**src/hdl/tag_tx_pkg.sv**
```systemverilog
// Constants and types for the tag backscatter transmit path
package tag_tx_pkg;

	typedef enum logic [1:0] {ENC_NRZ, ENC_BIPHASE, ENC_MANCH} enc_type;
	typedef enum logic [1:0] {MOD_DIRECT, MOD_FSK, MOD_PSK} mod_type;

	localparam int CLK_PERIOD_NS = 10;
	localparam int HALF_BIT_CARRIERS = 20;
	localparam int FSK_ZERO_DIV = 8;
	localparam int FSK_ONE_DIV = 10;
	localparam int PSK_DIV = 2;
	localparam int FIFO_DEPTH = 32;
	localparam int FIFO_WIDTH = 1;
	localparam logic PSK_ON_ZERO = 1'h0;
	localparam logic PSK_ON_CHANGE = 1'h1;

	// Half period of the FSK subcarrier in carrier cycles
	function automatic logic [3:0] fsk_half(input logic level);
		fsk_half = level ? 4'(FSK_ONE_DIV / 2) : 4'(FSK_ZERO_DIV / 2);
	endfunction

endpackage

```
**src/hdl/bit_fifo.sv**
```systemverilog
// Synchronous FIFO holding memory bits ahead of the encoder
`timescale 1ns/10ps
module bit_fifo
	import tag_tx_pkg::*;
#(
	parameter int WIDTH = FIFO_WIDTH,
	parameter int DEPTH = FIFO_DEPTH
) (
	// Clock and reset
	input wire logic clk,
	input wire logic rst_b,
	// Fill side
	input wire logic [WIDTH-1:0] in_data,
	input wire logic in_valid,
	output logic in_ready,
	// Drain side
	output logic [WIDTH-1:0] out_data,
	output logic out_valid,
	input wire logic out_ready
);
	localparam int AW = $clog2(DEPTH);

	logic [WIDTH-1:0] mem [DEPTH];
	logic [AW-1:0] wr_q;
	logic [AW-1:0] rd_q;
	logic [AW:0] cnt_q;
	logic push;
	logic pop;

	assign in_ready = cnt_q != (AW+1)'(DEPTH);
	assign out_valid = cnt_q != '0;
	assign out_data = mem[rd_q];
	assign push = in_valid && in_ready;
	assign pop = out_valid && out_ready;

	always_ff @(posedge clk) begin
		if (push) begin
			mem[wr_q] <= in_data;
		end
	end

	always_ff @(posedge clk) begin
		if (!rst_b) begin
			wr_q <= '0;
			rd_q <= '0;
			cnt_q <= '0;
		end else begin
			if (push) begin
				wr_q <= (wr_q == AW'(DEPTH-1)) ? '0 : wr_q + 1'b1;
			end
			if (pop) begin
				rd_q <= (rd_q == AW'(DEPTH-1)) ? '0 : rd_q + 1'b1;
			end
			cnt_q <= cnt_q + (AW+1)'(push) - (AW+1)'(pop);
		end
	end

	a_fifo_no_overrun: assert property (@(posedge clk) disable iff (!rst_b)
		cnt_q <= (AW+1)'(DEPTH)) else $error("fifo count above depth");

endmodule

```
**src/hdl/backscatter_encoder_modulator.sv**
```systemverilog
// Bit encoder and backscatter modulator driving the coil shunt
`timescale 1ns/10ps
module backscatter_encoder_modulator
	import tag_tx_pkg::*;
#(
	parameter int HALF_BIT = HALF_BIT_CARRIERS,
	parameter int DEPTH = FIFO_DEPTH
) (
	// Clock and reset
	input wire logic clk,
	input wire logic rst_b,
	// Energy and carrier
	input wire logic power_ok,
	input wire logic carrier_tick,
	// Static configuration
	input wire enc_type enc_sel,
	input wire mod_type mod_sel,
	input wire logic psk_sel,
	// Memory bit stream
	input wire logic mem_bit,
	input wire logic mem_valid,
	output logic mem_ready,
	// Coil shunt
	output logic shunt_on,
	output logic sending
);
	localparam int CW = $clog2(HALF_BIT);

	// ==========================================
	// Buffer between memory array and encoder
	logic fifo_bit;
	logic fifo_valid;
	logic pop;

	bit_fifo #(.WIDTH(FIFO_WIDTH), .DEPTH(DEPTH)) u_fifo (
		.clk(clk),
		.rst_b(rst_b),
		.in_data(mem_bit),
		.in_valid(mem_valid),
		.in_ready(mem_ready),
		.out_data(fifo_bit),
		.out_valid(fifo_valid),
		.out_ready(pop)
	);

	// ==========================================
	// Power-up and configuration capture
	logic run_q;
	enc_type enc_q;
	mod_type mod_q;
	logic psk_var_q;

	always_ff @(posedge clk) begin
		if (!rst_b) begin
			run_q <= 1'h0;
		end else begin
			run_q <= power_ok;
		end
	end

	// Sampled only while idle, so a change mid-field cannot corrupt a frame
	always_ff @(posedge clk) begin
		if (!rst_b) begin
			enc_q <= ENC_NRZ;
			mod_q <= MOD_DIRECT;
			psk_var_q <= PSK_ON_ZERO;
		end else if (!run_q) begin
			enc_q <= enc_sel;
			mod_q <= mod_sel;
			psk_var_q <= psk_sel;
		end
	end

	// ==========================================
	// Carrier divider: half-bit enable
	logic [CW-1:0] car_q;
	logic half_en;

	assign half_en = run_q && carrier_tick && (car_q == CW'(HALF_BIT-1));

	always_ff @(posedge clk) begin
		if (!rst_b || !run_q) begin
			car_q <= '0;
		end else if (carrier_tick) begin
			car_q <= half_en ? '0 : car_q + 1'b1;
		end
	end

	// ==========================================
	// Encoder
	logic mid_q;
	logic act_q;
	logic bit_q;
	logic level_q;
	logic level_d;
	logic start_step;
	logic mid_step;

	assign start_step = half_en && !mid_q;
	assign mid_step = half_en && mid_q;
	assign pop = start_step && fifo_valid;

	always_comb begin
		level_d = level_q;
		if (start_step) begin
			if (!fifo_valid) begin
				level_d = 1'h0;
			end else begin
				unique case (enc_q)
					ENC_NRZ: level_d = fifo_bit;
					ENC_BIPHASE: level_d = !level_q;
					ENC_MANCH: level_d = fifo_bit;
					default: level_d = 1'h0;
				endcase
			end
		end else if (mid_step) begin
			unique case (enc_q)
				ENC_NRZ: level_d = bit_q;
				ENC_BIPHASE: level_d = level_q ^ bit_q;
				ENC_MANCH: level_d = !bit_q;
				default: level_d = 1'h0;
			endcase
		end
	end

	always_ff @(posedge clk) begin
		if (!rst_b || !run_q) begin
			mid_q <= 1'h0;
			act_q <= 1'h0;
			bit_q <= 1'h0;
			level_q <= 1'h0;
		end else begin
			level_q <= level_d;
			if (start_step) begin
				act_q <= fifo_valid;
				mid_q <= fifo_valid;
				if (fifo_valid) begin
					bit_q <= fifo_bit;
				end
			end else if (mid_step) begin
				mid_q <= 1'h0;
			end
		end
	end

	// ==========================================
	// Subcarriers
	logic [3:0] fsk_cnt_q;
	logic fsk_q;
	logic psk_clk_q;
	logic phase_q;
	logic phase_flip;

	always_ff @(posedge clk) begin
		if (!rst_b || !run_q) begin
			fsk_cnt_q <= '0;
			fsk_q <= 1'h0;
		end else if (carrier_tick) begin
			if (fsk_cnt_q >= fsk_half(level_q) - 4'h1) begin
				fsk_cnt_q <= '0;
				fsk_q <= !fsk_q;
			end else begin
				fsk_cnt_q <= fsk_cnt_q + 4'h1;
			end
		end
	end

	// Carrier/2 toggles every carrier cycle; other ratios are not offered
	always_ff @(posedge clk) begin
		if (!rst_b || !run_q) begin
			psk_clk_q <= 1'h0;
		end else if (carrier_tick) begin
			psk_clk_q <= !psk_clk_q;
		end
	end

	// One inversion per zero: a mid step that stays low must not flip back
	assign phase_flip = half_en && act_q && (psk_var_q == PSK_ON_ZERO
		? !level_d && (start_step || level_q) : level_d != level_q);

	always_ff @(posedge clk) begin
		if (!rst_b || !run_q) begin
			phase_q <= 1'h0;
		end else if (phase_flip) begin
			phase_q <= !phase_q;
		end
	end

	// ==========================================
	// Modulator and shunt
	logic shunt_q;

	always_ff @(posedge clk) begin
		if (!rst_b || !run_q) begin
			shunt_q <= 1'h0;
		end else begin
			unique case (mod_q)
				MOD_DIRECT: shunt_q <= level_q;
				MOD_FSK: shunt_q <= act_q && fsk_q;
				MOD_PSK: shunt_q <= act_q && (psk_clk_q ^ phase_q);
				default: shunt_q <= 1'h0;
			endcase
		end
	end

	assign shunt_on = shunt_q;
	assign sending = act_q;

	// ==========================================
	// Checks
	a_idle_shunt_off: assert property (@(posedge clk) disable iff (!rst_b)
		!run_q |=> !shunt_on) else $error("shunt active while unpowered");

	a_bit_from_fifo: assert property (@(posedge clk) disable iff (!rst_b)
		pop |=> bit_q == $past(fifo_bit) && act_q) else $error("bit not loaded");

	a_nrz_direct: assert property (@(posedge clk) disable iff (!rst_b)
		run_q && enc_q == ENC_NRZ && act_q && mid_step |=> level_q == bit_q)
		else $error("nrz level differs from bit");

	a_biphase_edge: assert property (@(posedge clk) disable iff (!rst_b)
		run_q && enc_q == ENC_BIPHASE && pop |=> level_q != $past(level_q))
		else $error("biphase boundary lacks edge");

	a_biphase_mid: assert property (@(posedge clk) disable iff (!rst_b)
		run_q && enc_q == ENC_BIPHASE && mid_step
		|=> level_q == ($past(level_q) ^ $past(bit_q)))
		else $error("biphase mid edge wrong");

	a_manch_mid: assert property (@(posedge clk) disable iff (!rst_b)
		run_q && enc_q == ENC_MANCH && mid_step |=> level_q != $past(level_q))
		else $error("manchester mid edge missing");

	a_direct_follow: assert property (@(posedge clk) disable iff (!rst_b)
		run_q && power_ok && mod_q == MOD_DIRECT && $changed(level_q)
		|=> shunt_on == $past(level_q)) else $error("direct shunt lags level");

	a_fsk_period: assert property (@(posedge clk) disable iff (!rst_b)
		run_q && mod_q == MOD_FSK && carrier_tick && fsk_cnt_q == 4'h0
		|=> fsk_cnt_q == 4'h1 && fsk_q == $past(fsk_q))
		else $error("fsk subcarrier toggled early");

	a_fsk_bound: assert property (@(posedge clk) disable iff (!rst_b)
		fsk_cnt_q < 4'(FSK_ONE_DIV / 2)) else $error("fsk counter overrun");

	a_psk_phase: assert property (@(posedge clk) disable iff (!rst_b)
		run_q && mod_q == MOD_PSK && phase_flip |=> phase_q != $past(phase_q))
		else $error("psk phase not inverted");

	a_psk_zero_once: assert property (@(posedge clk) disable iff (!rst_b)
		run_q && psk_var_q == PSK_ON_ZERO && mid_step && !level_q && !level_d
		|=> phase_q == $past(phase_q)) else $error("psk phase flipped twice in a zero");

	a_psk_rate: assert property (@(posedge clk) disable iff (!rst_b)
		run_q && power_ok && carrier_tick |=> psk_clk_q != $past(psk_clk_q))
		else $error("psk clock not at carrier/2");

	a_cfg_static: assert property (@(posedge clk) disable iff (!rst_b)
		run_q |=> enc_q == $past(enc_q) && mod_q == $past(mod_q))
		else $error("configuration changed while running");

	c_nrz_send: cover property (@(posedge clk) disable iff (!rst_b)
		enc_q == ENC_NRZ && pop);
	c_biphase_send: cover property (@(posedge clk) disable iff (!rst_b)
		enc_q == ENC_BIPHASE && mid_step && bit_q);
	c_fsk_send: cover property (@(posedge clk) disable iff (!rst_b)
		mod_q == MOD_FSK && act_q && $rose(shunt_on));
	c_psk_flip: cover property (@(posedge clk) disable iff (!rst_b)
		mod_q == MOD_PSK && phase_flip);

endmodule

```
**config.mk**
```make
export PLATFORM = sky130hd
export DESIGN_NAME = backscatter_encoder_modulator
export DESIGN_NICKNAME = d
export VERILOG_FILES = /design/src/hdl/tag_tx_pkg.sv /design/src/hdl/bit_fifo.sv /design/src/hdl/backscatter_encoder_modulator.sv
export SDC_FILE = /design/constraint.sdc
export NUM_CORES = 1
export LEC_CHECK = 0
export BUFFER_PORTS_ARGS = -buffer_cell sky130_fd_sc_hd__buf_2
export CAP_MARGIN = 15
export CORE_MARGIN = 3
export CORE_UTILIZATION = 47
export DETAILED_ROUTE_END_ITERATION = 7
export PLACE_DENSITY = 0.66
export SYNTH_ARGS = -nofsm -noshare
export SYNTH_HDL_FRONTEND = slang
export SYNTH_SLANG_ARGS = --single-unit
```
**constraint.sdc**
```tcl
create_clock -name clk -period 2.4 [get_ports clk]
set_input_delay 0.12 -clock clk [delete_from_list [all_inputs] [get_ports clk]]
set_output_delay 0.12 -clock clk [all_outputs]
set_load 0.1 [all_outputs]
```
==> results of run 1 <==
## flip-flops by register name, summed over array words and instances, names as in the netlist, 2 cells and up, named ones only
register / flops
car_q: 5
mod_q: 2
u_fifo.cnt_q: 6
u_fifo.rd_q: 5
u_fifo.wr_q: 5
fsk_cnt_q: 4
enc_q: 2
u_fifo.mem: 32
## synth_stat cells, drive strengths merged, types with 2 or more instances
library cell,count,area (µm²)
buf,5,42.5
nor3,6,30.0
and3b,2,17.5
and3,5,31.3
xnor2,4,35.0
a22oi,4,30.0
nand2b,2,12.5
or4,4,33.8
or3,3,18.8
nand3,9,45.0
nand4,5,31.3
edfxtp,32,961
o211ai,2,15.0
nor4b,2,17.5
o221ai,2,17.5
mux4,3,75.1
o21ai,11,66.3
mux2i,16,160
inv,20,75.1
a21boi,9,67.6
a31oi,2,12.5
nand3b,5,37.5
dfxtp,44,881
a21o,4,30.0
clkbuf,8,30.0
xor2,7,61.3
nor2,51,191
nor2b,14,87.6
nand2,23,86.3
ha,24,300
and2,7,43.8
a21oi,13,65.1
## worst min-delay path: cells and delay by family
kind                   cells  cell delay, ns
buffers and inverters      1            0.07
muxes                      1            0.05
and+or+nand+nor            1            0.09
## layer usage
| metal | up-vias | track usage | share of wire |
|---|---|---|---|
| met5 | - | 0 | 0 |
| met4 | 0 | 0.0865 | 0.019 |
| met3 | 12 | 0.0316 | 0.031 |
| met2 | 37 | 0.255 | 0.46 |
| met1 | 1227 | 0.235 | 0.49 |
| li1 | 1348 | - | - |
## cells by family (layout without fill, tap and decap cells)
logic type                 Yosys count  after routing  synth area share
AOI/OAI and AO/OA                   52             52            0.0919
xor gates and xnor gates            11             11            0.0257
adders and majority gates           25             25            0.0855
buffers and inverters               33             74            0.0394
DFF                                 76             76             0.492
muxes                               20             20            0.0658
and+or+nand+nor                    145            145             0.200
## power breakdown
group | total, µW | internal, µW | switching (µW)
sequential | 1440 | 1400 | 35.8
clock | 1140 | 688 | 453
combinational | 592 | 272 | 320
## area by class of cell
cell class                      count  area, µm²
Multi-Input combinational cell    253       1830
Timing Repair Buffer               38        255
Clock inverter                      5        101
Clock buffer                       11        131
Inverter                           20       75.1
Fill cell                         657       3120
Sequential cell                    76       1850
Tap cell                           99        124
## how the worst max path moves through the flow
stage          startpoint              end  slack (ns)  cells after the start
6_report         car_q[1]  u_fifo.cnt_q[4]        0.03                     15
4_1_cts          car_q[0]  u_fifo.cnt_q[4]        0.02                     15
2_1_floorplan       run_q  u_fifo.cnt_q[4]       -0.06                     15
3_5_place_dp     car_q[0]  u_fifo.cnt_q[4]       -0.01                     15
3_3_place_gp     car_q[0]  u_fifo.cnt_q[4]        0.03                     15
5_1_grt          car_q[2]  u_fifo.cnt_q[4]       -0.09                     14
## through the flow
stage / TNS (ns) / power, µW / util / cells / hold WS (ns)
floorplan: -0.0566 / 1860 / - / 362 / 0.219
global placement: 0 / 2010 / 0.543 / 483 / 0.329
detailed placement: -0.0146 / 2030 / 0.543 / 483 / 0.329
CTS: 0 / 3170 / 0.575 / 500 / 0.0132
global route: -0.110 / 3330 / 0.583 / 502 / 0.0510
finish: 0 / 3170 / 0.583 / 502 / 0.0221
## what timing repair did
action                     in CTS  in global routing
hold buffers                    1                  0
setup buffers                   0                  2
pin swaps                       3                 12
hold endpoints to repair        1                  0
gates resized for setup         2                 14
setup endpoints to repair       1                  5
==> impl_metrics.toml, run 1 <==
[timing]
timing.final.crit_period_ns = 2.37
finalHoldViolations = 0
timing.final.setup_violations = 0
relSlewSlack = 0.670
unrepaired_setup_endpoints_after_global_routing = "yes"
final.period_utilization = 0.989
fmax_mhz = 421
final-max-slew-violation-count = 0
post-route-worst-setup-slack_ns = 0.0270
fin_skew_ns = 0.0126
worst_pin_slew_ns = 0.495

[worst_hold_path]
worstHoldPathCells = 3
whs_endpoint = "enc_q[0]"
timing.hold.worst.class = "primary input to flop"
hp-start = "enc_sel[0]"

[floorplan]
rows = 31
die_area_um2 = 9080
floorplan.initialDensity = 0.500
die_w_um = 95.3
core_um2 = 7490
die_h_um = 95.3
design.portCount = 14

[worst_setup_path]
critical_path_arrival_ns = 2.61
critPathRequiredTime_ns = 2.64
critPathMaxFanout = 2
setup.reg_to_reg.worst_slack_ns = 0.03
worstReg2RegStart = "car_q[1]"
cp-start-kind = "flop"
crit_path_max_incr_delay_ns = 0.34
timing.critical_path.buf_inv = 4
r2r_end = "u_fifo.cnt_q[4]"
worst-setup-path-type = "flop to flop"
ff2ff_path_depth = 15
path_cells = "ha_4 > nand2_2 > and2b_2 > nand3_2 > inv_2 > ha_4 > inv_2 > ha_4 > inv_2 > fa_2 > inv_2 > a21oi_2 > nor2_1 > or3_1 > and3_1"
critPathSlowestCell = "sky130_fd_sc_hd__dfxtp_2"
critPathMostFrequentCell = "sky130_fd_sc_hd__inv_2"
timing.critical_path.max_delay_family = "simple AND/OR/NAND/NOR gates"
critPathCaptureType = "flop"

[placement]
buffer_ports.inserted = 13
gp_congestion = 0.740
dp_worst_slack_ns = -0.0146
placement.cell_area_um2 = 4060
detailed_place_hpwl_um = 4810

[clock_tree]
cts_buffers = 9
tritoncts_num_sinks = 76
tritoncts = "done"
cts.path.max_buffers = 2
clkTransAtPathRegs_ns = 0.08
clock_tree.root_cell = "sky130_fd_sc_hd__clkbuf_8"
ctsHtreeMaxLevel = 3
clkLatencyLatePin_ns = 0.35

[logic_synthesis]
async_flop_share = 0
synthDistinctLibCells = 55
synthFlopType = "sky130_fd_sc_hd__dfxtp_1"
synth_area_um2 = 3750
synth_seq_cells = 76
synth.yosys.seq_area_share = 0.492
postSynthAreaPerCell_um2 = 10.3
synth_edf_count = 32
yosysWarnings = 0
synth_fp_nets = 398
synth_cells = 362

[layout]
synthToLayoutAreaGrowth_pct = 16.6
diode_count = 0
layout.cells.most_common = "sky130_fd_sc_hd__nor2_1"
layout_common_cells = "sky130_fd_sc_hd__nor2_1 (51), sky130_fd_sc_hd__dfxtp_1 (39), sky130_fd_sc_hd__edfxtp_1 (32), sky130_fd_sc_hd__buf_4 (24)"
stdcell_area_um2 = 4370
final_net_count = 434
share_of_final_layout_standard_cells_stronger_than_drive_strength_1 = 0.201

[global_routing]
number_of_global_route_vias_before_repair = 2462
gr-usage-all-layers = 0.170
number_of_antenna_violations_at_the_first_check_in_global_routing = 0
grt_pass1_wl_um = 11600
grt_start_max_net_pins = 33
gr-total-overflow = 0

[run]
cap_viol_max_count = 0

[drt]
detailedRoute.firstPassIterationCount = 4
detailedRoute.firstIterationViolations = 129
routed_wirelength_um = 6890
avgViaCountPerCell = 5.23
detailroute.via_count = 2624
avgRoutedWirePerCell_um = 13.7
final_antenna_net_count = 0
route.detailed.drc = 0

[outcome]
outcome = "complete, no violations"

[pwr]
leak_pwr_uw = 0.00164
total_power_per_unit_cell_area_nw_per_um2 = 726
irDropWorstVdd_v = 0.000605
(Power assumes the default switching activity.)
==> inputs of run 2 (changes only) <==
--- a/config.mk
+++ b/config.mk
@@ -10,7 +10,7 @@
 export CORE_MARGIN = 3
 export CORE_UTILIZATION = 47
 export DETAILED_ROUTE_END_ITERATION = 7
-export PLACE_DENSITY = 0.66
+export PLACE_DENSITY_LB_ADDON = 0.25
 export SYNTH_ARGS = -nofsm -noshare
 export SYNTH_HDL_FRONTEND = slang
 export SYNTH_SLANG_ARGS = --single-unit
==> constraint.sdc (replaced) <==
create_clock -name clk -period 2.4 [get_ports clk]
set_input_delay 0.48 -clock clk [delete_from_list [all_inputs] [get_ports clk]]
set_output_delay 0.48 -clock clk [all_outputs]
set_load 0.1 [all_outputs]
==> run 2 against run 1 <==
Sequential share of layout area fell by 0.20 points. Fmax rose by 0.21%. Clock power fell by 7%. Combinational power rose by 9.8%. Worst hold slack improved by 0.31 ns. Flip-flop and latch count did not move. Non-clock buffer count rose by 2. Clock skew fell by 0.0032 ns. Largest power group unchanged. Design area rose by 0.40%. Die area did not move. Critical path depth did not move.
==> impl_metrics.toml, run 2 (synthesis gave the netlist of run 1 again) <==
[outcome]
outcome = "complete, no violations"

[run]
cap_viol_max_count = 0

[timing]
hold_ws_ns = 0.335
finalHoldViolations = 0
fmax_mhz = 422
timing.final.setup_violations = 0
timing.final.crit_period_ns = 2.37
final-max-slew-violation-count = 0
unrepaired_setup_endpoints_after_global_routing = "yes"
post-route-worst-setup-slack_ns = 0.0320
fin_setup_tns_ns = 0
relSlewSlack = 0.679
final.period_utilization = 0.987
fin_skew_ns = 0.00939
worst_pin_slew_ns = 0.485

[drt]
detailroute.via_count = 2690
detailedRoute.firstPassIterationCount = 4
final_antenna_net_count = 0
avgViaCountPerCell = 5.34
routed_wirelength_um = 7100
avgRoutedWirePerCell_um = 14.1
detailedRoute.firstIterationViolations = 107
route.detailed.drc = 0

[global_routing]
number_of_global_route_vias_before_repair = 2612
number_of_antenna_violations_at_the_first_check_in_global_routing = 0
grt_pass1_wl_um = 12200
gr-total-overflow = 0
gr-usage-all-layers = 0.173
grt_start_max_net_pins = 33

[worst_setup_path]
worst-setup-path-type = "flop to flop"
cp-start-kind = "flop"
critPathRequiredTime_ns = 2.65
ff2ff_path_depth = 15
critPathMaxFanout = 2
critPathCaptureType = "flop"
critical_path.startpoint = "car_q[0]"
setup.reg_to_reg.worst_slack_ns = 0.03
worstReg2RegStart = "car_q[0]"
r2r_end = "u_fifo.cnt_q[4]"
critical_path_arrival_ns = 2.61
setup.worst_path.end = "u_fifo.cnt_q[4]"

[layout]
diode_count = 0
largest_reg_flops = 32
final_net_count = 436
largest_register = "u_fifo.mem"
largest_registers = "u_fifo.mem (32), u_fifo.cnt_q (6)"
share_of_final_layout_standard_cells_stronger_than_drive_strength_1 = 0.217
final.fill_count = 624
synthToLayoutAreaGrowth_pct = 17.0
layout_common_cells = "sky130_fd_sc_hd__nor2_1 (51), sky130_fd_sc_hd__dfxtp_1 (40), sky130_fd_sc_hd__edfxtp_1 (32), sky130_fd_sc_hd__buf_4 (27), sky130_fd_sc_hd__nand2_1 (21)"
layout.cells.most_common = "sky130_fd_sc_hd__nor2_1"

[placement]
gp_congestion = 0.826
detailed_place_hpwl_um = 4880
dp_worst_slack_ns = -0.130
buffer_ports.inserted = 13

[floorplan]
die_area_um2 = 9080
floorplan.initialDensity = 0.500
die_h_um = 95.3
core_um2 = 7490
rows = 31
design.portCount = 14
die_w_um = 95.3

[clock_tree]
clkTransAtPathRegs_ns = 0.08
cts.path.max_buffers = 2
cts_buffers = 9
tritoncts_num_sinks = 76
clock_tree.root_cell = "sky130_fd_sc_hd__clkbuf_8"
clkLatencyLatePin_ns = 0.35
holdBufCountCts = 0
ctsHtreeMaxLevel = 3
tritoncts = "done"

[pwr]
irDropWorstVdd_v = 0.000588
total_power_per_unit_cell_area_nw_per_um2 = 719
leak_pwr_uw = 0.00166

[worst_hold_path]
timing.hold.worst.class = "primary input to flop"
-- run 2: cell type report --
type | instances | area [µm²] | area share
Multi-Input combinational cell | 253 | 1860 | 0.423
Sequential cell | 76 | 1850 | 0.421
Timing Repair Buffer | 40 | 268 | 0.0611
Clock buffer | 10 | 138 | 0.0314
Tap cell | 99 | 124 | 0.0283
Clock inverter | 6 | 77.6 | 0.0177
Inverter | 20 | 75.1 | 0.0171
-- run 2: how the worst min path moves through the flow --
stage,from,end,slack [ns],cells after the start
after floorplan,car_q[1],car_q[1],0.46,2
after global placement,u_fifo.rd_q[4],u_fifo.rd_q[4],0.48,2
after detailed placement,u_fifo.rd_q[4],u_fifo.rd_q[4],0.48,2
after CTS,power_ok,run_q,0.33,2
after global routing,power_ok,run_q,0.33,2
final,power_ok,run_q,0.34,2
-- run 2: power by group --
group          switching, µW  internal [µW]  total, µW
logic                    338            311        650
clock network            460            603       1060
registers               38.8           1400       1440
-- run 2: layer usage --
metal | up-vias | track usage | wire [µm] | part of all wire
met1 | 1298 | 0.230 | 3360 | 0.47
li1 | 1350 | - | - | -
met3 | 10 | 0.0363 | 197 | 0.028
met4 | 0 | 0.0661 | 106 | 0.015
met5 | - | 0 | 0 | 0
met2 | 32 | 0.278 | 3440 | 0.48
-- run 2: stage by stage --
stage                     instance area, µm²  total power (µW)   util  std cells
final                                   4380              3150  0.586        504
after CTS                               4330              3130  0.578        503
after detailed placement                4090              2070  0.547        487
after floorplan                         3780              1860      -        362
after global placement                  4090              2050  0.547        487
after global routing                    4380              3330  0.586        504
-- run 2: critical path, stage by stage (launching register included) --
cell	delay (ns)
sky130_fd_sc_hd__dfxtp_2	0.34
sky130_fd_sc_hd__ha_4	0.17
sky130_fd_sc_hd__nand2_4	0.07
sky130_fd_sc_hd__and2b_2	0.23
sky130_fd_sc_hd__nand3_2	0.09
sky130_fd_sc_hd__inv_2	0.05
sky130_fd_sc_hd__ha_4	0.25
sky130_fd_sc_hd__inv_2	0.04
sky130_fd_sc_hd__ha_4	0.15
sky130_fd_sc_hd__inv_2	0.04
sky130_fd_sc_hd__fa_2	0.19
sky130_fd_sc_hd__inv_2	0.04
sky130_fd_sc_hd__a21oi_2	0.10
sky130_fd_sc_hd__nor2_1	0.05
sky130_fd_sc_hd__or3_1	0.29
sky130_fd_sc_hd__and3_1	0.16
-- run 2: timing repair --
item                                    4_1_cts  5_1_grt
buffers inserted                              0        1
resized for setup                             5       15
pin swaps                                     4        7
endpoints found under the setup margin        2        5
==> inputs of run 3 (changes only) <==
--- a/config.mk
+++ b/config.mk
@@ -8,8 +8,9 @@
 export BUFFER_PORTS_ARGS = -buffer_cell sky130_fd_sc_hd__buf_2
 export CAP_MARGIN = 15
 export CORE_MARGIN = 3
-export CORE_UTILIZATION = 47
+export CORE_UTILIZATION = 35
 export DETAILED_ROUTE_END_ITERATION = 7
+export HOLD_SLACK_MARGIN = 0.05
 export PLACE_DENSITY_LB_ADDON = 0.25
 export SYNTH_ARGS = -nofsm -noshare
 export SYNTH_HDL_FRONTEND = slang
==> run 3 against run 2 <==
Design area fell by 0.26%. Critical path depth did not move. Via count fell by 3.1%. Register-to-register slack barely moved. Combinational power fell by 6.2%.
==> impl_metrics.toml, run 3 (synthesis gave the netlist of run 1 again) <==
[drt]
detailroute.via_count = 2607
detailedRoute.firstIterationViolations = 118
routed_wirelength_um = 7140
route.detailed.drc = 0
avgViaCountPerCell = 4.82
detailedRoute.firstPassIterationCount = 5
avgRoutedWirePerCell_um = 13.2
final_antenna_net_count = 0

[layout]
layout_common_cells = "sky130_fd_sc_hd__nor2_1 (51), sky130_fd_sc_hd__dfxtp_1 (39), sky130_fd_sc_hd__edfxtp_1 (32), sky130_fd_sc_hd__buf_4 (27)"
largest_registers = "u_fifo.mem (32), u_fifo.cnt_q (6)"
layout.cells.most_common = "sky130_fd_sc_hd__nor2_1"
share_of_final_layout_standard_cells_stronger_than_drive_strength_1 = 0.207
final_net_count = 436
final.fill_count = 1073
post-route-util = 0.422
largest_reg_flops = 32
synthToLayoutAreaGrowth_pct = 16.7
diode_count = 0
largest_register = "u_fifo.mem"

[clock_tree]
clock_tree.root_cell = "sky130_fd_sc_hd__clkbuf_8"
cts.path.max_buffers = 2
tritoncts = "done"
ctsHtreeMaxLevel = 3
holdBufCountCts = 0
clkLatencyLatePin_ns = 0.35
tritoncts_num_sinks = 76
cts_buffers = 9
clkTransAtPathRegs_ns = 0.08

[timing]
hold_ws_ns = 0.335
finalHoldViolations = 0
fmax_mhz = 424
final.period_utilization = 0.984
timing.final.crit_period_ns = 2.36
relSlewSlack = 0.676
final-max-slew-violation-count = 0
timing.final.setup_violations = 0
worst_pin_slew_ns = 0.486
fin_setup_tns_ns = 0
unrepaired_setup_endpoints_after_global_routing = "yes"
fin_skew_ns = 0.0100

[pwr]
netSwitchingPower_uw = 822
total_power_per_unit_cell_area_nw_per_um2 = 680
intPower_uw = 2150
p_sw_frac = 0.276
share_seq_of_total_power = 0.483
leak_pwr_uw = 0.00165
irDropWorstVdd_v = 0.000438
combPwrFrac = 0.205
clkPwrFrac = 0.311
finalPower_uw = 2970

[worst_setup_path]
worst-setup-path-type = "flop to flop"
ff2ff_path_depth = 15
setup.reg_to_reg.worst_slack_ns = 0.04
worstReg2RegStart = "car_q[1]"
critical_path_arrival_ns = 2.61
critPathRequiredTime_ns = 2.65
r2r_end = "u_fifo.cnt_q[4]"
cp-start-kind = "flop"
critPathCaptureType = "flop"
critPathMaxFanout = 2

[worst_hold_path]
worstHoldPathCells = 2
whs_endpoint = "run_q"
timing.hold.worst.class = "primary input to flop"
hp-start = "power_ok"

[floorplan]
design.portCount = 14
die_h_um = 109
floorplan.initialDensity = 0.361
rows = 37
die_area_um2 = 12000
core_um2 = 10400
die_w_um = 109

[global_routing]
number_of_antenna_violations_at_the_first_check_in_global_routing = 0
gr-total-overflow = 0
gr-usage-all-layers = 0.130
number_of_global_route_vias_before_repair = 2512
grt_start_max_net_pins = 33
grt_pass1_wl_um = 12100

[placement]
buffer_ports.inserted = 13
detailed_place_hpwl_um = 5100
gp_congestion = 0.774

[run]
cap_viol_max_count = 0

[outcome]
outcome = "complete, no violations"
[run 3: cell types whose count changed in the layout (fill, tap and decap cells not counted), sizes merged]
cell and change:
clkinv +2, bufinv -1, clkbuf -1
[run 3: worst max-delay path, cell delays in order, from the launching register on]
cell                      delay (ns)
sky130_fd_sc_hd__dfxtp_2        0.34
sky130_fd_sc_hd__ha_4           0.17
sky130_fd_sc_hd__nand2_4        0.06
sky130_fd_sc_hd__and2b_2        0.23
sky130_fd_sc_hd__nand3_2        0.07
sky130_fd_sc_hd__inv_2          0.05
sky130_fd_sc_hd__ha_4           0.25
sky130_fd_sc_hd__inv_2          0.04
sky130_fd_sc_hd__ha_4           0.15
sky130_fd_sc_hd__inv_2          0.05
sky130_fd_sc_hd__fa_2           0.20
sky130_fd_sc_hd__inv_2          0.04
sky130_fd_sc_hd__a21oi_2        0.10
sky130_fd_sc_hd__nor2_1         0.06
sky130_fd_sc_hd__or3_1          0.29
sky130_fd_sc_hd__and3_1         0.16
[run 3: how the worst max path moves through the flow]
stage / startpoint / to / slack, ns / cells after the start
CTS: car_q[0] / u_fifo.cnt_q[4] / 0.004 / 15
global placement: carrier_tick / u_fifo.cnt_q[4] / -0.14 / 15
finish: car_q[1] / u_fifo.cnt_q[4] / 0.04 / 15
floorplan: run_q / u_fifo.cnt_q[4] / -0.06 / 15
global route: u_fifo.cnt_q[3] / u_fifo.cnt_q[4] / -0.05 / 16
detailed placement: carrier_tick / u_fifo.cnt_q[4] / -0.18 / 15
[run 3: area by class of cell]
type	count	area, µm²	area share
clock inverters	7	57.6	0.0132
multi-input cells	253	1830	0.419
flip-flops and latches	76	1850	0.423
inverters	20	75.1	0.0172
clock buffers	9	124	0.0283
well taps	136	170	0.0389
repair buffers	40	268	0.0612
[run 3: through the flow]
step	cell area, µm²	setup WS (ns)	instances
6_report	4370	0.0391	541
3_5_place_dp	4120	-0.176	521
5_1_grt	4370	-0.0541	541
3_3_place_gp	4120	-0.141	521
4_1_cts	4330	0.00416	539
2_1_floorplan	3780	-0.0566	362
[run 3: layer usage]
metal  share of wire  vias up  global-route usage
li1                -     1353                   -
met1            0.48     1219               0.175
met2            0.48       27               0.201
met3           0.031        8              0.0317
met4           0.013        0              0.0552
met5               0        -                   0
[run 3: timing repair]
| action | 4_1_cts | 5_1_grt |
|---|---|---|
| resized for setup | 5 | 11 |
| setup endpoints to repair | 2 | 4 |
| buffers inserted | 2 | 2 |
| pin swaps | 4 | 6 |
[run 3: power by group through the flow]
stage | sequential, µW | combinational (µW) | clock [µW]
2_1_floorplan | 1460 | 407 | 0
3_3_place_gp | 1460 | 567 | 0
3_5_place_dp | 1460 | 571 | 0
4_1_cts | 1430 | 584 | 967
5_1_grt | 1440 | 694 | 1030
6_report | 1440 | 610 | 926
